### src/rtl/csl_pkg.sv
/*
 * Constants and types shared by the clock stop and strap latch block.
 * Assumes a single 20 MHz master clock from which all outputs are divided.
 */
package csl_pkg;
    // output group widths
    localparam int PROC_W = 4;
    localparam int GBUS_W = 6;
    localparam int STRAP_W = 5;
    // timing
    localparam int MCLK_PERIOD_NS = 50;
    localparam int PWRUP_TIME_MS = 3;
    // longest time: rounds down
    localparam int PWRUP_CYCLES = (PWRUP_TIME_MS * 1000000) / MCLK_PERIOD_NS;
    localparam int TMR_W = 16;
    localparam int DIV_W = 2;
    // values after reset
    localparam logic [DIV_W-1:0] DIV_RST = 2'h0;
    localparam logic [TMR_W-1:0] TMR_RST = 16'h0000;
    localparam logic GATE_EN_RST = 1'h1;
    localparam logic [STRAP_W-1:0] CFG_RST = 5'h1f;
    typedef enum logic [1:0] {
        ST_CAPTURE = 2'b00,
        ST_HOLD = 2'b01,
        ST_TOGGLE = 2'b10
    } csl_strap_st_t;
endpackage : csl_pkg

### src/rtl/csl_strap_if.sv
/*
 * Carrier between the top and the strap latch.
 * Assumes both ends sit on the same master clock.
 */
`timescale 1ns/100ps
`default_nettype none
interface csl_strap_if;
    logic nxt_bus_phase;
    logic [csl_pkg::STRAP_W-1:0] cfg;
    logic done;
    modport strap (input nxt_bus_phase, output cfg, output done);
    modport core (output nxt_bus_phase, input cfg, input done);
endinterface : csl_strap_if
`default_nettype wire

### src/rtl/csl_clk_gate.sv
/*
 * Glitch-free gate for a group of divided clock outputs.
 * Assumes the run request is synchronous to clk_in.
 */
`timescale 1ns/100ps
`default_nettype none
module csl_clk_gate #(
    parameter int N = 1
) (
    // clock and reset
    input wire logic clk_in,
    input wire logic rstn_in,
    input wire logic ce_in,
    // control
    input wire logic nxt_phase_in,
    input wire logic run_in,
    // gated clocks
    output logic [N-1:0] clk_out
);
    logic en_ff;
    logic nxt_en;
    logic [N-1:0] out_ff;
    logic [N-1:0] nxt_out;

    // the enable only moves on edges where the output is low next,
    // so a stop or restart can never clip a pulse
    always_comb
    begin
        nxt_en = nxt_phase_in ? en_ff : run_in;
        nxt_out = {N{nxt_en & nxt_phase_in}};
    end

    always_ff @(posedge clk_in)
    begin
        if (!rstn_in)
        begin
            en_ff <= csl_pkg::GATE_EN_RST;
            out_ff <= '0;
        end
        else if (ce_in)
        begin
            en_ff <= nxt_en;
            out_ff <= nxt_out;
        end
    end

    assign clk_out = out_ff;
endmodule : csl_clk_gate
`default_nettype wire

### src/rtl/csl_strap_latch.sv
/*
 * Strap capture at power-on, then strap pins as outputs held low until the
 * power-up timer expires, after which they toggle.
 * Assumes rstn_in is the power-on reset, released once the supply is good.
 */
`timescale 1ns/100ps
`default_nettype none
module csl_strap_latch #(
    parameter int PWRUP_CYCLES = csl_pkg::PWRUP_CYCLES
) (
    // clock and reset
    input wire logic clk_in,
    input wire logic rstn_in,
    input wire logic ce_in,
    // strap pins
    input wire logic [csl_pkg::STRAP_W-1:0] strap_in,
    output logic [csl_pkg::STRAP_W-1:0] strap_out,
    output logic [csl_pkg::STRAP_W-1:0] strap_oe_out,
    // to the core
    csl_strap_if.strap sif
);
    localparam logic [csl_pkg::TMR_W-1:0] PWRUP_LAST = csl_pkg::TMR_W'(PWRUP_CYCLES - 1);
    csl_pkg::csl_strap_st_t st_ff, nxt_st;
    logic [csl_pkg::STRAP_W-1:0] cfg_ff, nxt_cfg, out_ff, nxt_out, oe_ff, nxt_oe;
    logic [csl_pkg::TMR_W-1:0] tmr_ff, nxt_tmr;

    always_comb
    begin
        nxt_st = st_ff;
        nxt_cfg = cfg_ff;
        nxt_tmr = tmr_ff;
        nxt_out = out_ff;
        nxt_oe = oe_ff;
        unique case (st_ff)
            csl_pkg::ST_CAPTURE:
            begin
                nxt_cfg = strap_in;
                nxt_oe = {csl_pkg::STRAP_W{1'b1}};
                nxt_out = '0;
                nxt_st = csl_pkg::ST_HOLD;
            end
            csl_pkg::ST_HOLD:
            begin
                nxt_out = '0;
                if (tmr_ff == PWRUP_LAST)
                    nxt_st = csl_pkg::ST_TOGGLE;
                else
                    nxt_tmr = csl_pkg::TMR_W'(tmr_ff + 1'b1);
            end
            csl_pkg::ST_TOGGLE:
                nxt_out = {csl_pkg::STRAP_W{sif.nxt_bus_phase}};
            // an upset state must not recapture the straps
            default:
                nxt_st = csl_pkg::ST_HOLD;
        endcase
    end

    always_ff @(posedge clk_in)
    begin
        if (!rstn_in)
        begin
            st_ff <= csl_pkg::ST_CAPTURE;
            cfg_ff <= csl_pkg::CFG_RST;
            tmr_ff <= csl_pkg::TMR_RST;
            out_ff <= '0;
            oe_ff <= '0;
        end
        else if (ce_in)
        begin
            st_ff <= nxt_st;
            cfg_ff <= nxt_cfg;
            tmr_ff <= nxt_tmr;
            out_ff <= nxt_out;
            oe_ff <= nxt_oe;
        end
    end

    assign strap_out = out_ff;
    assign strap_oe_out = oe_ff;
    assign sif.cfg = cfg_ff;
    assign sif.done = (st_ff != csl_pkg::ST_CAPTURE);
endmodule : csl_strap_latch
`default_nettype wire

### src/rtl/csl_top.sv
/*
 * Clock stop and strap latch: divides the master clock into processor,
 * gated bus and free-running bus clocks, stops the processor and gated bus
 * groups on their active-low halt inputs, and latches power-on straps.
 * Assumes halt inputs change only after a rising edge of the free-running
 * bus clock, and that the pin model pulls undriven straps high.
 */
`timescale 1ns/100ps
`default_nettype none
// Contract
// - processor halt low stops processor clocks
// - bus halt low stops six gated clocks
// - processor halt leaves other clocks running
// - bus halt leaves other clocks running
// - processor clocks stop low, full restart pulse
// - gated bus clocks stop low, full pulse
// - processor stop/start latency under two periods
// - gated bus latency under one period
// - straps are inputs, captured at power-good
// - after capture straps drive low
// - power-up timer then straps toggle
// - straps captured only once at power-on
// - undriven strap reads as one
module csl_top #(
    parameter int PWRUP_CYCLES = csl_pkg::PWRUP_CYCLES
) (
    // clock, reset, enable
    input wire logic mclk_in,
    input wire logic rstn_in,
    input wire logic ce_in,
    // halt requests
    input wire logic proc_halt_n_in,
    input wire logic bus_halt_n_in,
    // clock outputs
    output logic [csl_pkg::PROC_W-1:0] processor_clock_out,
    output logic [csl_pkg::GBUS_W-1:0] gated_bus_clock_out,
    output logic free_running_bus_clock_out,
    // dual-function pins
    input wire logic [csl_pkg::STRAP_W-1:0] strap_in,
    output logic [csl_pkg::STRAP_W-1:0] strap_out,
    output logic [csl_pkg::STRAP_W-1:0] strap_oe_out,
    // latched configuration
    output logic [csl_pkg::STRAP_W-1:0] config_out
);
    logic [csl_pkg::DIV_W-1:0] div_ff;
    logic [csl_pkg::DIV_W-1:0] nxt_div;
    logic free_ff;
    logic nxt_free;
    logic [csl_pkg::STRAP_W-1:0] cfg_ff;
    logic [csl_pkg::STRAP_W-1:0] nxt_cfg;
    logic nxt_proc_phase;
    logic nxt_bus_phase;
    csl_strap_if sif ();

    function automatic logic [csl_pkg::DIV_W-1:0] div_step(input logic [csl_pkg::DIV_W-1:0] cur);
        div_step = csl_pkg::DIV_W'(cur + 1'b1);
    endfunction : div_step

    // one divider feeds every group so the stopped groups never lose phase
    // against the free-running ones; processor clock is half the master,
    // bus clocks a quarter
    always_comb
    begin
        nxt_div = div_step(div_ff);
        nxt_proc_phase = nxt_div[0];
        nxt_bus_phase = nxt_div[1];
        nxt_free = nxt_bus_phase;
    end

    always_ff @(posedge mclk_in)
    begin
        if (!rstn_in)
        begin
            div_ff <= csl_pkg::DIV_RST;
            free_ff <= 1'b0;
        end
        else if (ce_in)
        begin
            div_ff <= nxt_div;
            free_ff <= nxt_free;
        end
    end

    assign free_running_bus_clock_out = free_ff;

    // halt inputs are already synchronous; the gate enable flop is the
    // only stage, which keeps latency inside the allowed window
    csl_clk_gate #(
        .N(csl_pkg::PROC_W)
    ) u_proc_gate (
        .clk_in(mclk_in),
        .rstn_in(rstn_in),
        .ce_in(ce_in),
        .nxt_phase_in(nxt_proc_phase),
        .run_in(proc_halt_n_in),
        .clk_out(processor_clock_out)
    );

    csl_clk_gate #(
        .N(csl_pkg::GBUS_W)
    ) u_bus_gate (
        .clk_in(mclk_in),
        .rstn_in(rstn_in),
        .ce_in(ce_in),
        .nxt_phase_in(nxt_bus_phase),
        .run_in(bus_halt_n_in),
        .clk_out(gated_bus_clock_out)
    );

    assign sif.nxt_bus_phase = nxt_bus_phase;

    csl_strap_latch #(
        .PWRUP_CYCLES(PWRUP_CYCLES)
    ) u_strap (
        .clk_in(mclk_in),
        .rstn_in(rstn_in),
        .ce_in(ce_in),
        .strap_in(strap_in),
        .strap_out(strap_out),
        .strap_oe_out(strap_oe_out),
        .sif(sif)
    );

    // registered copy so the configuration port comes from a flop
    always_comb
    begin
        nxt_cfg = sif.done ? sif.cfg : cfg_ff;
    end

    always_ff @(posedge mclk_in)
    begin
        if (!rstn_in)
            cfg_ff <= csl_pkg::CFG_RST;
        else if (ce_in)
            cfg_ff <= nxt_cfg;
    end

    assign config_out = cfg_ff;

    logic past_valid_ff;
    always_ff @(posedge mclk_in)
    begin
        if (!rstn_in)
            past_valid_ff <= 1'b0;
        else
            past_valid_ff <= 1'b1;
    end
endmodule : csl_top
`default_nettype wire

### config.mk
export PLATFORM = sky130hd
export DESIGN_NAME = csl_top
export DESIGN_NICKNAME = d
export VERILOG_FILES = /design/src/rtl/csl_pkg.sv /design/src/rtl/csl_strap_if.sv /design/src/rtl/csl_clk_gate.sv /design/src/rtl/csl_strap_latch.sv /design/src/rtl/csl_top.sv
export SDC_FILE = /design/constraint.sdc
export NUM_CORES = 1
export LEC_CHECK = 0
export ABC_AREA = 1
export BUFFER_PORTS_ARGS = -buffer_cell sky130_fd_sc_hd__buf_4
export CORE_MARGIN = 1
export CORE_UTILIZATION = 30
export CTS_CLUSTER_DIAMETER = 30
export DETAILED_ROUTE_END_ITERATION = 8
export SYNTH_ARGS = -nofsm -noshare
export SYNTH_HDL_FRONTEND = slang
export SYNTH_HIERARCHICAL = 1
export SYNTH_SLANG_ARGS = --single-unit
export TNS_END_PERCENT = 20
### constraint.sdc
create_clock -name mclk_in -period 4.6 [get_ports mclk_in]
set_clock_uncertainty 0.2 [all_clocks]
set_input_delay 0.92 -clock mclk_in [delete_from_list [all_inputs] [get_ports mclk_in]]
set_output_delay 0.92 -clock mclk_in [all_outputs]
set_load 0.01 [all_outputs]
Yosys cells after proc, flatten, opt, wreduce, memory -nomap -nowiden. Index checks and enable logic that the tools add are counted.

Div/mod/pow operators: 0. Equality and inequality tests: 4. Multiplexer cells: 5. Shifts and indexed selects: 0. Reductions and logical operators: 9. Order comparisons: 0. Bitwise logic cells: 4. Multiply operators: 0. $add $sub $neg: 2.

Operators by type and width (number): adder 16 x 1 -> 16 bit, second input constant (1); == test 16 bit, second input constant (1); case mux 5 bit (2 select lines) (1); AND reduction 2 bit (3); AND reduction 3 bit (2); case mux 2 bit (2 select lines) (1); nonzero test 2 bit (2); adder 2 x 1 -> 2 bit, second input constant (1); AND 1 bit (2); == test 2 x 1 -> 1 bit, second input constant (1); == test 2 bit, second input constant (1); logical NOT 2 bit (1); two-way mux 1 bit (2); two-way mux 2 bit (1); != test 2 x 1 -> 1 bit, second input constant (1); NOT 1 bit (2); OR reduction 2 bit (1).

Bits in registers: 41. Output and inout bits: 26. Bits in latches: 0. Word-level logic and storage cells: 36. Bits of input ports: 10. ROM bits: 0. Memory bits (writable): 0. Memories: 0.

Depth between registers and ports, before layout.
Depth after elaboration: 4. Gate-level depth with buffers: 10. Mapped depth without buffers: 9.

Hierarchy. Netlist, hierarchy kept.

Modules (own cells, without submodules): csl_strap_latch (sequential area each 500.5 sq um, times used 1, cells each 217, area each 1490.2 sq um); csl_top (sequential area each 140.1 sq um, times used 1, cells each 34, area each 271.5 sq um); csl_clk_gate (u_bus_gate) (sequential area each 40.0 sq um, times used 1, cells each 16, area each 120.1 sq um); csl_clk_gate (u_proc_gate) (sequential area each 40.0 sq um, times used 1, cells each 14, area each 105.1 sq um).

Worst setup path before layout. No wires, ideal clock.

Kind: input port to flip-flop. Start point: input port ce_in. End point: register u_strap.cfg_ff (netlist bit u_strap/sif.cfg[0]). Data arrival time: 1.712 ns. Library setup time: 0.119 ns. Data required time: 4.281 ns. Path buffers: 1. Slack: 2.569 ns. Cell stages on the path: 6. Path through: buf_2 -> inv_1 -> nor2_1 -> inv_1 -> nand2_1 -> nand3_1.

Cells in the longest elaborated chain, start to end: 1.

Ends and longest elaborated chain: start, declared (RTL line csl_top.sv:30) `input wire logic ce_in,`; AND reduction 2 bit (no source line); end signal, assigned (RTL line csl_strap_latch.sv:63) `cfg_ff <= csl_pkg::CFG_RST;`; end signal, assigned (RTL line csl_strap_latch.sv:71) `cfg_ff <= nxt_cfg;`; end, declared (RTL line csl_strap_latch.sv:24) `logic [csl_pkg::STRAP_W-1:0] cfg_ff, nxt_cfg, out_ff, nxt_out, oe_ff, nxt_oe;`.

No other way between the ends. A chain may end at the register's enable or synchronous reset.

Worst setup path in the final report.
Start point: input port ce_in. End point: register u_strap.cfg_ff (netlist bit u_strap/sif.cfg[2]).

Same word-level chain as after synthesis.

==> impl_metrics.ini <==
[run_status]
status = finished clean

[clocking]
path_clk_slew_ns = 0.07
tritoncts = built
cts_resized = 0
hold_buffers = 0
cts_sinks = 36
numCtsBuffers = 5
clkLatencyLatePin_ns = 0.29
cts_root_buf = clkbuf_8
htreeDepth = 2
clk_path_buf_depth = 2
post_cts_buffers = 0

[grt]
grt_max_degree = 27
grt-ovfl-total = 0
track_usage_pct = 11.8
grt_pass1_wl_mm = 6.84
antenna_found_initial = 0
grt_pass1_vias = 1599

[synthesis]
synthAdderAreaFrac_pct = 0.630
synth_xor_area_share_pct = 3.53
synth_compound_area_share_pct = 8.88
synth.mux.area_fraction_pct = 0
syn_area_mm2 = 0.00199
synth-simple-area-share_pct = 37.7
ys_seq_area_share_pct = 36.3
syn_avg_cell_area_um2 = 7.07
synth_cell_types = 24
synth_nets = 292
synth_top_family_by_area = simple AND/OR/NAND/NOR gates
netlist_instances = 281
yosysWarningCount = 6
ys_ff_latch = 36

[placement]
dpl-instance-area_mm2 = 0.00217
hpwl_mm = 2.80
routabilityCongestion = 0.776
io_buffers = 35

[sta]
finalCritPeriodShare_pct = 47.1
slew_headroom_pct = 55.5
setup_viol = 0
drv_slew = 0
fin_tns_setup_ns = 0
rsz0062_at_grt = false
tightest_slew_ns = 0.663
hold_viol = 0
clock.fmax_ghz = 0.462
period_needed_ns = 2.17

[min_path]
hold_class = reg -> reg
hold_depth = 2

[finish]
mostFrequentLayoutCells = 88 x nand2_1, 36 x dfxtp_1, 35 x buf_4
seq_area_um2 = 721
final_common_cell = nand2_1
fillers = 700
drive_above_1_share_pct = 22.5
num_antenna_cells = 0
num-nets-final = 312
design_area_mm2 = 0.00227
area_growth_pct = 14.0
multi_input_area_mm2 = 0.00101

[floorplan]
ios = 36
fp.dieArea_mm2 = 0.00695
rows = 29
start_util_pct = 31.1
fp.dieW_um = 83.4
fp.dieH_um = 83.4
core-area_mm2 = 0.00639

[power_and_ir_drop]
vdd_ir_drop_max_mv = 0.181
p_leak_uw = 0.000945
cellPowerDensity_mw_per_mm2 = 298

[worst_setup_path]
required_ns = 4.56
crit_type = in -> reg
endpoint_kind = flop
cp_max_fo = 26
critPathLaunchType = input port
reg2reg_depth = 8
cp_data_arrival_time_ns = 2.13

[drt]
vias_per_cell = 4.53
detail-route-antenna-nets = 0
vias = 1716
drt-total-wl_mm = 4.00
dr.pass1.iters = 4
drtIter0Drc = 51
wl_per_cell_um = 10.6
drc_errors = 0

[job]
drv_cap = 0
-- where the power goes --
group          internal [uW]  switching, uW  total (uW)
clock                    120            117         236
combinational           42.2           56.6        98.8
sequential               328           12.5         340
-- critical path, stage by stage --
cell,delay (ns)
buf_4,0.25
inv_1,0.14
nor2_1,0.43
inv_1,0.21
nand2_1,0.11
nand3_1,0.07
-- kinds of logic (layout without fill, tap and decap cells) --
| family | count (synthesis) | after routing |
|---|---|---|
| AO/OA/AOI/OAI | 27 | 27 |
| buffers and inverters | 45 | 66 |
| AND/OR/NAND/NOR | 164 | 164 |
| adder cells (fa/ha/maj) | 1 | 1 |
| flip-flops | 36 | 36 |
| XOR/XNOR | 8 | 8 |
-- registers in the layout, indices dropped and copies added (netlist names) --
name and flops:
config_out 5, u_strap/st_ff 2, u_bus_gate/en_ff 1, u_proc_gate/en_ff 1
u_bus_gate/clk_out 1, u_strap/tmr_ff 16, u_strap/strap_oe_out 1, div_ff 2
u_proc_gate/clk_out 1, u_strap/sif.cfg 5, u_strap/strap_out 1
-- through the flow --
step,total power (uW),utilization [%],hold slack (ns),instances,setup WS [ns]
after global routing,711,35.5,0.278,379,2.26
after CTS,684,35.5,0.264,379,2.45
after global placement,446,34.0,0.239,371,2.18
after detailed placement,447,34.0,0.248,371,2.13
final,675,35.5,0.260,379,2.43
after floorplan,419,-,0.228,281,2.57
-- cells in the mapped netlist (all sizes together) --
cell | count | area (um2)
inv | 22 | 82.6
nand4 | 8 | 50.1
buf | 22 | 173
ha | 1 | 12.5
o21ai | 5 | 25.0
nand3 | 30 | 175
xnor2 | 3 | 26.3
xor2 | 5 | 43.8
nor2 | 31 | 144
or3 | 1 | 6.26
clkinv | 1 | 3.75
nand2 | 94 | 373
dfxtp | 36 | 721
a21oi | 22 | 151
-- layer usage --
layer | wire [um] | up-vias | global-route usage (%)
met5 | 0 | - | 0
met4 | 17 | 0 | 3.76
met3 | 130 | 2 | 2.49
met2 | 1870 | 26 | 20.0
met1 | 1980 | 768 | 14.8
li1 | - | 920 | -
-- area by class of cell --
class / instances / area share [%]
Inverter: 23 / 3.81
Sequential cell: 36 / 31.8
Timing Repair Buffer: 35 / 11.6
Clock inverter: 2 / 0.442
Tap cell: 77 / 4.25
Multi-Input combinational cell: 200 / 44.5
Clock buffer: 6 / 3.64
-- path summary, 6_finish.rpt --
| check | from | endpoint | slack (ns) |
|---|---|---|---|
| worst min register to register | u_strap/sif.cfg[1] | u_strap/sif.cfg[1] | 0.26 |
| worst max register to register | u_strap/tmr_ff[0] | u_strap/tmr_ff[15] | 2.76 |
| worst max-delay path | ce_in | u_strap/sif.cfg[2] | 2.43 |
| worst min-delay path | u_strap/sif.cfg[1] | u_strap/sif.cfg[1] | 0.26 |
(Power assumes the default switching activity.)
